**src/hw/evi_pkg.sv**
```systemverilog
// Package for the eight level vectored interrupt logic
package evi_pkg;
	localparam int NUM_SRC = 16;
	localparam int NUM_LVL = 8;
	// Register index map
	localparam logic [3:0] ADDR_MODE = 4'h0;
	localparam logic [3:0] ADDR_MASK = 4'h1;
	localparam logic [3:0] ADDR_PRIO = 4'h2;
	localparam logic [3:0] ADDR_REQ = 4'h3;
	localparam logic [3:0] ADDR_PEND_LO = 4'h4;
	localparam logic [3:0] ADDR_PEND_HI = 4'h5;
	localparam logic [3:0] ADDR_SEN_LO = 4'h6;
	localparam logic [3:0] ADDR_SEN_HI = 4'h7;
	localparam logic [3:0] ADDR_EDGE_LO = 4'h8;
	localparam logic [3:0] ADDR_IST = 4'h9;
	localparam logic [3:0] ADDR_IMSK = 4'hA;
	localparam logic [3:0] ADDR_VEC = 4'hB;
	localparam int GIE_BIT = 0;
	localparam logic [15:0] RESET_VECTOR = 16'h0100;
	localparam logic [15:0] WDOG_VECTOR = 16'h0100;
	localparam logic [7:0] RESET_ZERO = 8'h00;
	// Source to level map, sources in ascending vector order
	localparam logic [2:0] SRC_LVL [16] = '{3'd0, 3'd1, 3'd1, 3'd2, 3'd2, 3'd2, 3'd2, 3'd3, 3'd3, 3'd3,
		3'd3, 3'd4, 3'd5, 3'd6, 3'd7, 3'd7};
	localparam logic [7:0] SRC_VEC [16] = '{8'hBE, 8'hC0, 8'hC2, 8'hC4, 8'hC6, 8'hC8, 8'hCA, 8'hCE, 8'hD0,
		8'hD2, 8'hD4, 8'hD6, 8'hD8, 8'hDA, 8'hDC, 8'hDE};
	// Sources whose pending bit hardware clears on grant
	localparam logic [15:0] HW_CLEAR = 16'h007F;
	// First pin source index
	localparam int PIN_BASE = 7;
	// Interrupt status bits
	localparam int IST_GRANT = 0;
	localparam int IST_WDOG = 1;
	typedef struct packed {
		logic [3:0] addr;
		logic [7:0] wdata;
		logic wr;
		logic rd;
	} evi_bus_t;
	typedef struct packed {
		logic grant;
		logic [7:0] vector;
		logic [2:0] level;
	} evi_ack_t;
endpackage : evi_pkg

```
**src/hw/evi_ctrl.sv**
```systemverilog
// Eight level vectored interrupt controller
//
// Our own choices: the placing of the registers and strobed register access.
`timescale 1ns/1ps
`default_nettype none
module evi_ctrl
	import evi_pkg::*;
(
	input wire logic ref_clk,
	input wire logic rst_b,
	input wire evi_pkg::evi_bus_t bus,
	output logic [7:0] rdata,
	input wire logic [15:0] src_event,
	input wire logic [3:0] pin_in,
	input wire logic wdog_overflow,
	input wire logic cpu_ready,
	input wire logic [7:0] vec_byte,
	input wire logic gie_on,
	input wire logic gie_off,
	output logic [7:0] vec_addr,
	output logic vec_rd,
	output logic stack_push,
	output logic [15:0] pc_load,
	output logic pc_load_en,
	output logic core_reset,
	output logic irq
);
	/****************************/
	/* Registers                */
	/****************************/
	logic [7:0] system_mode_reg, level_mask_reg, level_priority_reg, ist, imsk;
	logic [15:0] pend, sen;
	logic [3:0] edge_sel;
	logic [3:0] p1, p2, p3;
	logic [7:0] vec_hi, gnt_vec;
	logic [3:0] gnt_src;
	typedef enum logic [2:0] {ST_RESET, ST_IDLE, ST_PUSH, ST_FETCH_HI, ST_FETCH_LO, ST_LOAD} evi_state_t;
	evi_state_t state;
	logic wdog_s1, wdog_s2, wdog_s3;

	/****************************/
	/* Decode                   */
	/****************************/
	// Level rank: a lower rank wins; base order from priority register
	function automatic logic [3:0] lvl_rank(input logic [2:0] l, input logic [7:0] p);
		logic [2:0] r;
		r = l;
		if (p[0]) begin
			r = {l[2:1], ~l[0]};
		end
		if (p[1]) begin
			r = {~l[2], l[1:0]};
		end
		if (p[2]) begin
			r = 3'd7 - l;
		end
		lvl_rank = {1'b0, r};
	endfunction : lvl_rank

	wire [15:0] active = pend & sen;
	wire [7:0] req_lvl;
	genvar gi;
	generate
		for (gi = 0; gi < NUM_LVL; gi++) begin : g_lvl
			wire [15:0] hit;
			for (genvar s = 0; s < NUM_SRC; s++) begin : g_s
				assign hit[s] = active[s] && (SRC_LVL[s] == 3'(gi));
			end
			assign req_lvl[gi] = |hit;
		end
	endgenerate
	wire [7:0] eligible = req_lvl & level_mask_reg;

	logic [2:0] win_lvl;
	logic [3:0] win_src;
	logic win_any;
	always_comb begin
		logic [3:0] best;
		best = 4'hF;
		win_lvl = 3'd0;
		win_any = 1'b0;
		for (int l = 0; l < NUM_LVL; l++) begin
			if (eligible[l] && lvl_rank(3'(l), level_priority_reg) < best) begin
				best = lvl_rank(3'(l), level_priority_reg);
				win_lvl = 3'(l);
				win_any = 1'b1;
			end
		end
		win_src = 4'd0;
		for (int s = NUM_SRC - 1; s >= 0; s--) begin
			if (active[s] && SRC_LVL[s] == win_lvl) begin
				win_src = 4'(s);
			end
		end
	end
	/****************************/
	/* Pin edges                */
	/****************************/
	// Two stage sync, third stage for edge compare
	always_ff @(posedge ref_clk or negedge rst_b) begin
		if (!rst_b) begin
			p1 <= 4'h0;
			p2 <= 4'h0;
			p3 <= 4'h0;
			wdog_s1 <= 1'b0;
			wdog_s2 <= 1'b0;
			wdog_s3 <= 1'b0;
		end else begin
			p1 <= pin_in;
			p2 <= p1;
			p3 <= p2;
			wdog_s1 <= wdog_overflow;
			wdog_s2 <= wdog_s1;
			wdog_s3 <= wdog_s2;
		end
	end
	wire [3:0] pin_edge = (edge_sel & p2 & ~p3) | (~edge_sel & ~p2 & p3);
	wire wdog_rise = wdog_s2 & ~wdog_s3;
	// Watchdog reset outranks a grant, so no pending bit is cleared unserved
	wire take = win_any && system_mode_reg[GIE_BIT] && state == ST_IDLE && !wdog_rise;
	wire [15:0] set_ev = src_event | {5'h00, pin_edge, 7'h00};
	wire [15:0] hw_clr = (take ? (16'h0001 << win_src) : 16'h0000) & HW_CLEAR;
	wire wr_pend_lo = bus.wr && bus.addr == ADDR_PEND_LO;
	wire wr_pend_hi = bus.wr && bus.addr == ADDR_PEND_HI;
	wire [15:0] sw_clr = {wr_pend_hi ? bus.wdata : 8'h00, wr_pend_lo ? bus.wdata : 8'h00};
	wire [15:0] next_pend = (pend & ~(sw_clr | hw_clr)) | set_ev; // set wins over clear
	wire [7:0] next_ist = (ist & ~((bus.wr && bus.addr == ADDR_IST) ? bus.wdata : 8'h00)) |
		{6'h00, wdog_rise, take};

	/****************************/
	/* Bus and state            */
	/****************************/
	logic [7:0] rd_mux;
	always_comb begin
		case (bus.addr)
			ADDR_MODE: rd_mux = system_mode_reg;
			ADDR_MASK: rd_mux = level_mask_reg;
			ADDR_PRIO: rd_mux = level_priority_reg;
			ADDR_REQ: rd_mux = req_lvl;
			ADDR_PEND_LO: rd_mux = pend[7:0];
			ADDR_PEND_HI: rd_mux = pend[15:8];
			ADDR_SEN_LO: rd_mux = sen[7:0];
			ADDR_SEN_HI: rd_mux = sen[15:8];
			ADDR_EDGE_LO: rd_mux = {4'h0, edge_sel};
			ADDR_IST: rd_mux = ist;
			ADDR_IMSK: rd_mux = imsk;
			ADDR_VEC: rd_mux = gnt_vec;
			default: rd_mux = 8'h00;
		endcase
	end

	always_ff @(posedge ref_clk or negedge rst_b) begin
		if (!rst_b) begin
			system_mode_reg <= RESET_ZERO;
			level_mask_reg <= RESET_ZERO;
			level_priority_reg <= RESET_ZERO;
			imsk <= RESET_ZERO;
			ist <= RESET_ZERO;
			pend <= 16'h0000;
			sen <= 16'h0000;
			edge_sel <= 4'h0;
			rdata <= RESET_ZERO;
			irq <= 1'b0;
		end else begin
			rdata <= bus.rd ? rd_mux : 8'h00;
			pend <= next_pend;
			ist <= next_ist;
			irq <= |(next_ist & imsk);
			if (take || gie_off || wdog_rise) begin
				system_mode_reg[GIE_BIT] <= 1'b0;
			end else if (gie_on) begin
				system_mode_reg[GIE_BIT] <= 1'b1;
			end else if (bus.wr && bus.addr == ADDR_MODE) begin
				system_mode_reg <= bus.wdata;
			end
			if (bus.wr) begin
				case (bus.addr)
					ADDR_MASK: level_mask_reg <= bus.wdata;
					ADDR_PRIO: level_priority_reg <= bus.wdata;
					ADDR_SEN_LO: sen[7:0] <= bus.wdata;
					ADDR_SEN_HI: sen[15:8] <= bus.wdata;
					ADDR_EDGE_LO: edge_sel <= bus.wdata[3:0];
					ADDR_IMSK: imsk <= bus.wdata;
					default: ;
				endcase
			end
		end
	end

	// Vector fetch sequencer; reset vector is a direct load, not a table entry
	always_ff @(posedge ref_clk or negedge rst_b) begin
		if (!rst_b) begin
			state <= ST_RESET;
			vec_addr <= 8'h00;
			vec_rd <= 1'b0;
			stack_push <= 1'b0;
			pc_load <= 16'h0000;
			pc_load_en <= 1'b0;
			core_reset <= 1'b0;
			vec_hi <= 8'h00;
			gnt_vec <= 8'h00;
			gnt_src <= 4'h0;
		end else begin
			vec_rd <= 1'b0;
			stack_push <= 1'b0;
			pc_load_en <= 1'b0;
			core_reset <= 1'b0;
			case (state)
				ST_RESET: begin
					pc_load <= RESET_VECTOR;
					pc_load_en <= 1'b1;
					state <= ST_IDLE;
				end
				ST_IDLE: begin
					if (wdog_rise) begin
						core_reset <= 1'b1;
						state <= ST_RESET;
					end else if (take) begin
						gnt_src <= win_src;
						gnt_vec <= SRC_VEC[win_src];
						stack_push <= 1'b1;
						state <= ST_PUSH;
					end
				end
				ST_PUSH: begin
					if (cpu_ready) begin
						vec_addr <= gnt_vec;
						vec_rd <= 1'b1;
						state <= ST_FETCH_HI;
					end
				end
				ST_FETCH_HI: begin
					vec_hi <= vec_byte;
					vec_addr <= gnt_vec + 8'h01;
					vec_rd <= 1'b1;
					state <= ST_FETCH_LO;
				end
				ST_FETCH_LO: begin
					pc_load <= {vec_hi, vec_byte};
					pc_load_en <= 1'b1;
					state <= ST_LOAD;
				end
				ST_LOAD: state <= ST_IDLE;
				default: state <= ST_IDLE;
			endcase
		end
	end

	/****************************/
	/* Assertions               */
	/****************************/
endmodule : evi_ctrl
`default_nettype wire

```
**config.mk**
```make
export PLATFORM = sky130hd
export DESIGN_NAME = evi_ctrl
export DESIGN_NICKNAME = d
export VERILOG_FILES = /design/src/hw/evi_pkg.sv /design/src/hw/evi_ctrl.sv
export SDC_FILE = /design/constraint.sdc
export NUM_CORES = 1
export LEC_CHECK = 0
export BUFFER_PORTS_ARGS = -buffer_cell sky130_fd_sc_hd__buf_2
export CAP_MARGIN = 20
export CORE_MARGIN = 8
export CORE_UTILIZATION = 35
export CTS_CLUSTER_SIZE = 12
export DETAILED_ROUTE_END_ITERATION = 12
export GPL_TIMING_DRIVEN = 0
export SETUP_SLACK_MARGIN = 0.02
export SYNTH_ARGS = -nofsm -noshare
export SYNTH_HDL_FRONTEND = slang
export SYNTH_SLANG_ARGS = --single-unit
```
**constraint.sdc**
```tcl
create_clock -name ref_clk -period 11.3 [get_ports ref_clk]
set_input_delay 2.26 -clock ref_clk [delete_from_list [all_inputs] [get_ports ref_clk]]
set_output_delay 2.26 -clock ref_clk [all_outputs]
set_load 0.02 [all_outputs]
```
==> impl_metrics.tcl, run 1 <==
set metrics [dict create \
    cp.arrival_ns 10.70 \
    critical_path.max_fanout 10 \
    dieArea_um2 26700 \
    finalSetupViolCount 0 \
    reg_top3 "pc_load (16), pend (16), sen (16)" \
    rows 54 \
    ys_seq_area_share_pct 48.0 \
    status "finished clean" \
    core_area_um2 21600 \
    drc 0 \
    clk_pin_slew_worst_paths_ns 0.06 \
    area_growth_pct 18.5 \
    drive_gt1_share_pct 24.7 \
    rr_startpoint "pend[1]" \
    fin_setup_tns_ns 0 \
    wl_per_cell_um 20.6 \
    tritoncts "built" \
    synth_edf_count 0 \
    whs_path_depth 0 \
    hold_viol 0 \
    globalplace.congestion 0.934 \
    fillers 2123 \
    start_util_pct 35.3 \
    max_freq_mhz 96.3 \
    cap_violations 0 \
    antenna_found_initial 0 \
    synthArstFlopShare_pct 100 \
    met3WireLength_mm 1.35 \
    ys_ff_latch 146 \
    r2r-end "pend[0]" \
    place_ws_ns 0.285 \
    netlist_area_um2 7610 \
    regToRegSetupSlack_ns 0.92 \
    grt_use_total_pct 18.1 \
    io_pins 85 \
    cp_slowest_cell "or4_1" \
    critPathCaptureType "flop" \
    antenna_cells 0 \
    final_common_cell "dfrtp_1" \
    cts.sinks 146 \
    cts_htree_levels 4 \
    stdcell_count 1158 \
    hold_path_class "flop to flop" \
    crit_top_cell "ha_1" \
    nNetsFinal 929 \
    cp.required_ns 11.61 \
    initialDrtViolationCount 503 \
    clk_path_buf_depth 2 \
    met2_length_mm 11.4 \
    numPortBuffers 78 \
    period_minus_slack_ns 10.38 \
    top_layer_used "met4" \
    syn-num-nets 827 \
    wl_met1_mm 10.5 \
    yosysTopAreaCell "dfrtp_1" \
    synth_top_area_share_pct 48.0 \
    grt_pass1_wl_mm 37.1 \
    synthTopCellsByArea "dfrtp_1 (48%), mux2_2 (10%), nand2_1 (6.1%)" \
    fin_crit_sh_pct 91.9 \
    yosys_warnings 0 \
    final_max_slew_viol_count 0 \
    dieHeight_um 163 \
    routed_wl_mm 23.8 \
    rsz0062_at_grt "false" \
    place_hpwl_mm 18.0 \
    rr_worst_depth 50 \
    first_global_vias 6302 \
    avgViaCountPerCell 5.56 \
    postRouteAntennaNets 0 \
    synth.avg_cell_area_um2 9.97 \
    relSlewSlack_pct 39.6 \
    vdd_drop_max_mv 0.110 \
    cts_root_buf "clkbuf_16" \
    p_per_area_nw_per_um2 243 \
    die_x_um 163 \
    mostFrequentLayoutCells "dfrtp_1 (146), nand2_1 (123), buf_2 (79)" \
    synthDistinctLibCells 68 \
    slowest_delay_ns 0.63 \
    dr.pass1.iters 7 \
    worst_slack_ns 0.918 \
    grt.overflow.total 0 \
    fin_util_pct 41.8 \
    p_leak_nw 3.98 \
    crit_path_start_kind "flop" \
    dr_total_vias 6437 \
    clock_latency_ns 0.43 \
    place_inst 1126 \
    hold_end "p2[1]" \
    synth-main-ff-cell "dfrtp_1" \
    hold_start "p1[1]" \
    grt_max_degree 84 \
    cts_made_buffers 17 \
    path_class "flop to flop" \
    fin_skew_ns 0.0137 \
    synthCells 763 \
    worst-slew-pin-transition_ns 0.902 \
]
-- metal layers --
layer	vias up	global-route usage [%]
met5	-	0
met4	0	6.38
met3	40	4.08
met2	209	28.7
met1	3169	23.9
li1	3019	-
-- report_power, final --
part | internal (mW) | leakage, nW | switching [mW]
Combinational | 0.352 | 1.95 | 0.553
Sequential | 0.639 | 1.76 | 0.105
Clock | 0.313 | 0.269 | 0.229
-- metrics by stage --
stage / power, mW / hold WS [ns] / cell area [um^2]
floorplan: 1.37 / 0.331 / 7610
global placement: 1.63 / 0.332 / 8350
detailed placement: 1.64 / 0.335 / 8420
CTS: 2.19 / 0.349 / 8990
global route: 2.33 / 0.353 / 9010
finish: 2.19 / 0.347 / 9010
-- worst max-delay path: cells and delay by family (launching register included) --
family | cells | cell delay [ns]
flip-flops | 1 | 0.48
AO/OA/AOI/OAI | 28 | 5.23
adder cells (fa/ha/maj) | 7 | 1.92
AND/OR/NAND/NOR | 11 | 2.05
buffers and inverters | 4 | 0.60
-- synth_stat cells, drive strengths merged (15+ instances only) --
library cell,count
dfrtp,146
nand2,123
mux2,70
nor2,54
nand3,34
o21ai,31
a21oi,30
clkbuf,25
nor3,20
a22oi,16
ha,16
inv,15
-- layout make-up --
cell class / instances / area, um^2 / share of cell area [%]
multi-input cells: 572 / 3820 / 42.3
flip-flops and latches: 146 / 3650 / 40.5
repair buffers: 83 / 449 / 4.98
clock buffers: 20 / 447 / 4.95
well taps: 280 / 350 / 3.89
clock inverters: 12 / 123 / 1.36
plain buffers: 30 / 120 / 1.33
inverters: 15 / 56.3 / 0.625
-- how the worst max path moves through the flow --
stage                     startpoint      end  slack, ns
after floorplan               sen[1]  pend[0]       1.81
after global placement       pend[1]  pend[4]       0.37
after detailed placement     pend[1]  pend[0]       0.28
after CTS                    pend[1]  pend[4]       0.24
after global routing         pend[1]  pend[4]       0.06
final                        pend[1]  pend[0]       0.92
-- logic make-up (layout without fill, tap and decap cells) --
family / count (synthesis) / after routing / share of synthesized area (%)
AOI/OAI and AO/OA: 193 / 193 / 18.4
adders and majority gates: 16 / 16 / 2.63
buffers and inverters: 45 / 160 / 2.29
DFF: 146 / 146 / 48.0
muxes: 78 / 78 / 11.6
and+or+nand+nor: 285 / 285 / 17.1
-- repair_timing --
action	4_1_cts	5_1_grt
setup endpoints to repair	0	13
hold buffers	0	0
resized for setup	0	8
buffers inserted	0	0
(Power assumes the default switching activity.)
==> run 2: changes to the inputs <==
--- a/config.mk
+++ b/config.mk
@@ -12,6 +12,7 @@
 export CTS_CLUSTER_SIZE = 12
 export DETAILED_ROUTE_END_ITERATION = 12
 export GPL_TIMING_DRIVEN = 0
+export PLACE_DENSITY = 0.48
 export SETUP_SLACK_MARGIN = 0.02
 export SYNTH_ARGS = -nofsm -noshare
 export SYNTH_HDL_FRONTEND = slang
==> impl_metrics.tcl, run 2 (synthesis results as in run 1) <==
set metrics [dict create \
    status "finished clean" \
    first_global_vias 6584 \
    cp.arrival_ns 10.88 \
    cts_root_buf "clkbuf_16" \
    antenna_found_initial 0 \
    postRouteAntennaNets 0 \
    r2r-end "pend[0]" \
    fin_crit_sh_pct 93.6 \
    vdd_drop_max_mv 0.103 \
    whs_path_depth 0 \
    p_leak_nw 4.01 \
    p_per_area_nw_per_um2 246 \
    cts_made_buffers 17 \
    place_hpwl_mm 20.3 \
    slowest_delay_ns 0.63 \
    clock_latency_ns 0.42 \
    start_util_pct 35.3 \
    grt_max_degree 90 \
    critPathCaptureType "flop" \
    wl_per_cell_um 22.9 \
    crit_path_start_kind "flop" \
    regToRegSetupSlack_ns 0.72 \
    hold_path_class "flop to flop" \
    finalSetupViolCount 0 \
    numPortBuffers 78 \
    cp.required_ns 11.61 \
    avgViaCountPerCell 5.58 \
    place_inst 1125 \
    area_growth_pct 19.2 \
    dieArea_um2 26700 \
    tritoncts "built" \
    clk_pin_slew_worst_paths_ns 0.07 \
    crit_top_cell "ha_1" \
    rr_worst_depth 50 \
    grt.overflow.total 0 \
    drive_gt1_share_pct 25.6 \
    dpl_cell_area_um2 8430 \
    place_ws_ns 0.152 \
    rr_startpoint "pend[1]" \
    clk_path_buf_depth 2 \
    grt_pass1_wl_mm 40.6 \
    cts_htree_levels 4 \
    drc 0 \
    grt_use_total_pct 20.2 \
    die_x_um 163 \
    period_minus_slack_ns 10.58 \
    worst-slew-pin-transition_ns 0.936 \
    nNetsFinal 931 \
    whs_ns 0.354 \
    hold_viol 0 \
    initialDrtViolationCount 477 \
    cts.sinks 146 \
    final_common_cell "dfrtp_1" \
    cp_slowest_cell "or4_1" \
    io_pins 85 \
    core_area_um2 21600 \
    ctsHoldBuffers 0 \
    critical_path.max_fanout 10 \
    path_class "flop to flop" \
    hold_end "p2[0]" \
    mostFrequentLayoutCells "dfrtp_1 (146), nand2_1 (123), buf_2 (77)" \
    hold_start "p1[0]" \
    reg_top3 "pc_load (16), pend (16), sen (16)" \
    cap_violations 0 \
    routed_wl_mm 26.6 \
    dr_total_vias 6469 \
    stdcell_count 1160 \
    relSlewSlack_pct 37.3 \
    dr.pass1.iters 5 \
    final_max_slew_viol_count 0 \
    stdcell_area_um2 9070 \
    rows 54 \
    fin_skew_ns 0.0121 \
    max_freq_mhz 94.5 \
    total_power_mw 2.23 \
    worst_slack_ns 0.722 \
    globalplace.congestion 0.919 \
    dieHeight_um 163 \
    antenna_cells 0 \
]
-- run 2: cell count changes in the layout (fill, tap and decap cells not counted), moves of 2 or more --
| cell | previous run | this run |
|---|---|---|
| buf_2 | 79 | 77 |
| buf_4 | 3 | 6 |
| clkbuf_1 | 27 | 25 |
| clkinv_2 | 0 | 2 |
| clkinvlp_4 | 3 | 1 |
| inv_8 | 0 | 4 |
| nor3_1 | 18 | 16 |
| nor3_2 | 2 | 4 |
-- run 2: worst max-delay path by stage --
stage                     endpoint  cells after the start  startpoint
final                      pend[0]                     50     pend[1]
after global routing       pend[0]                     50     pend[1]
after detailed placement   pend[0]                     47     pend[1]
after CTS                  pend[0]                     47     pend[1]
after floorplan            pend[0]                     47      sen[1]
after global placement     pend[0]                     47     pend[1]
-- run 2: report_power, final --
group	switching, mW	internal (mW)	leakage (nW)	total (mW)
Clock	0.252	0.291	0.279	0.543
Sequential	0.104	0.638	1.76	0.743
Combinational	0.581	0.362	1.97	0.943
Total	0.938	1.29	4.01	2.23
-- run 2: layout make-up --
type	count	area, um^2
fill	2133	12500
multi-input combinational	572	3850
sequential	146	3650
timing repair buffer	85	473
clock buffer	17	425
tap	280	350
clock inverter	15	140
buffer	30	120
inverter	15	56.3
-- run 2: metrics by stage --
stage                     TNS (ns)  util [%]
after floorplan                  0         -
after global placement           0      38.7
after detailed placement         0      39.1
after CTS                        0      41.7
after global routing      -0.00635      42.1
final                            0      42.1
-- run 2: repair_timing --
item | CTS | global route
resized for setup | 0 | 11
endpoints found under the setup margin | 0 | 13
setup buffers | 0 | 3
-- run 2: metal layers --
metal  track usage [%]  share of wire, %  vias up
met1              26.9                45     3245
met3              3.88               4.6       31
met5                 0                 0        -
li1                  -                 -     3010
met4              6.80               2.7        0
met2              32.3                48      183
-- run 2: critical path, delay by kind of cell (launching register included) --
kind            cells  cell delay, ns
compound gates     27            5.22
fa+ha+maj           7            1.91
buf+inv             4            0.59
flops               1            0.48
simple gates       12            2.26
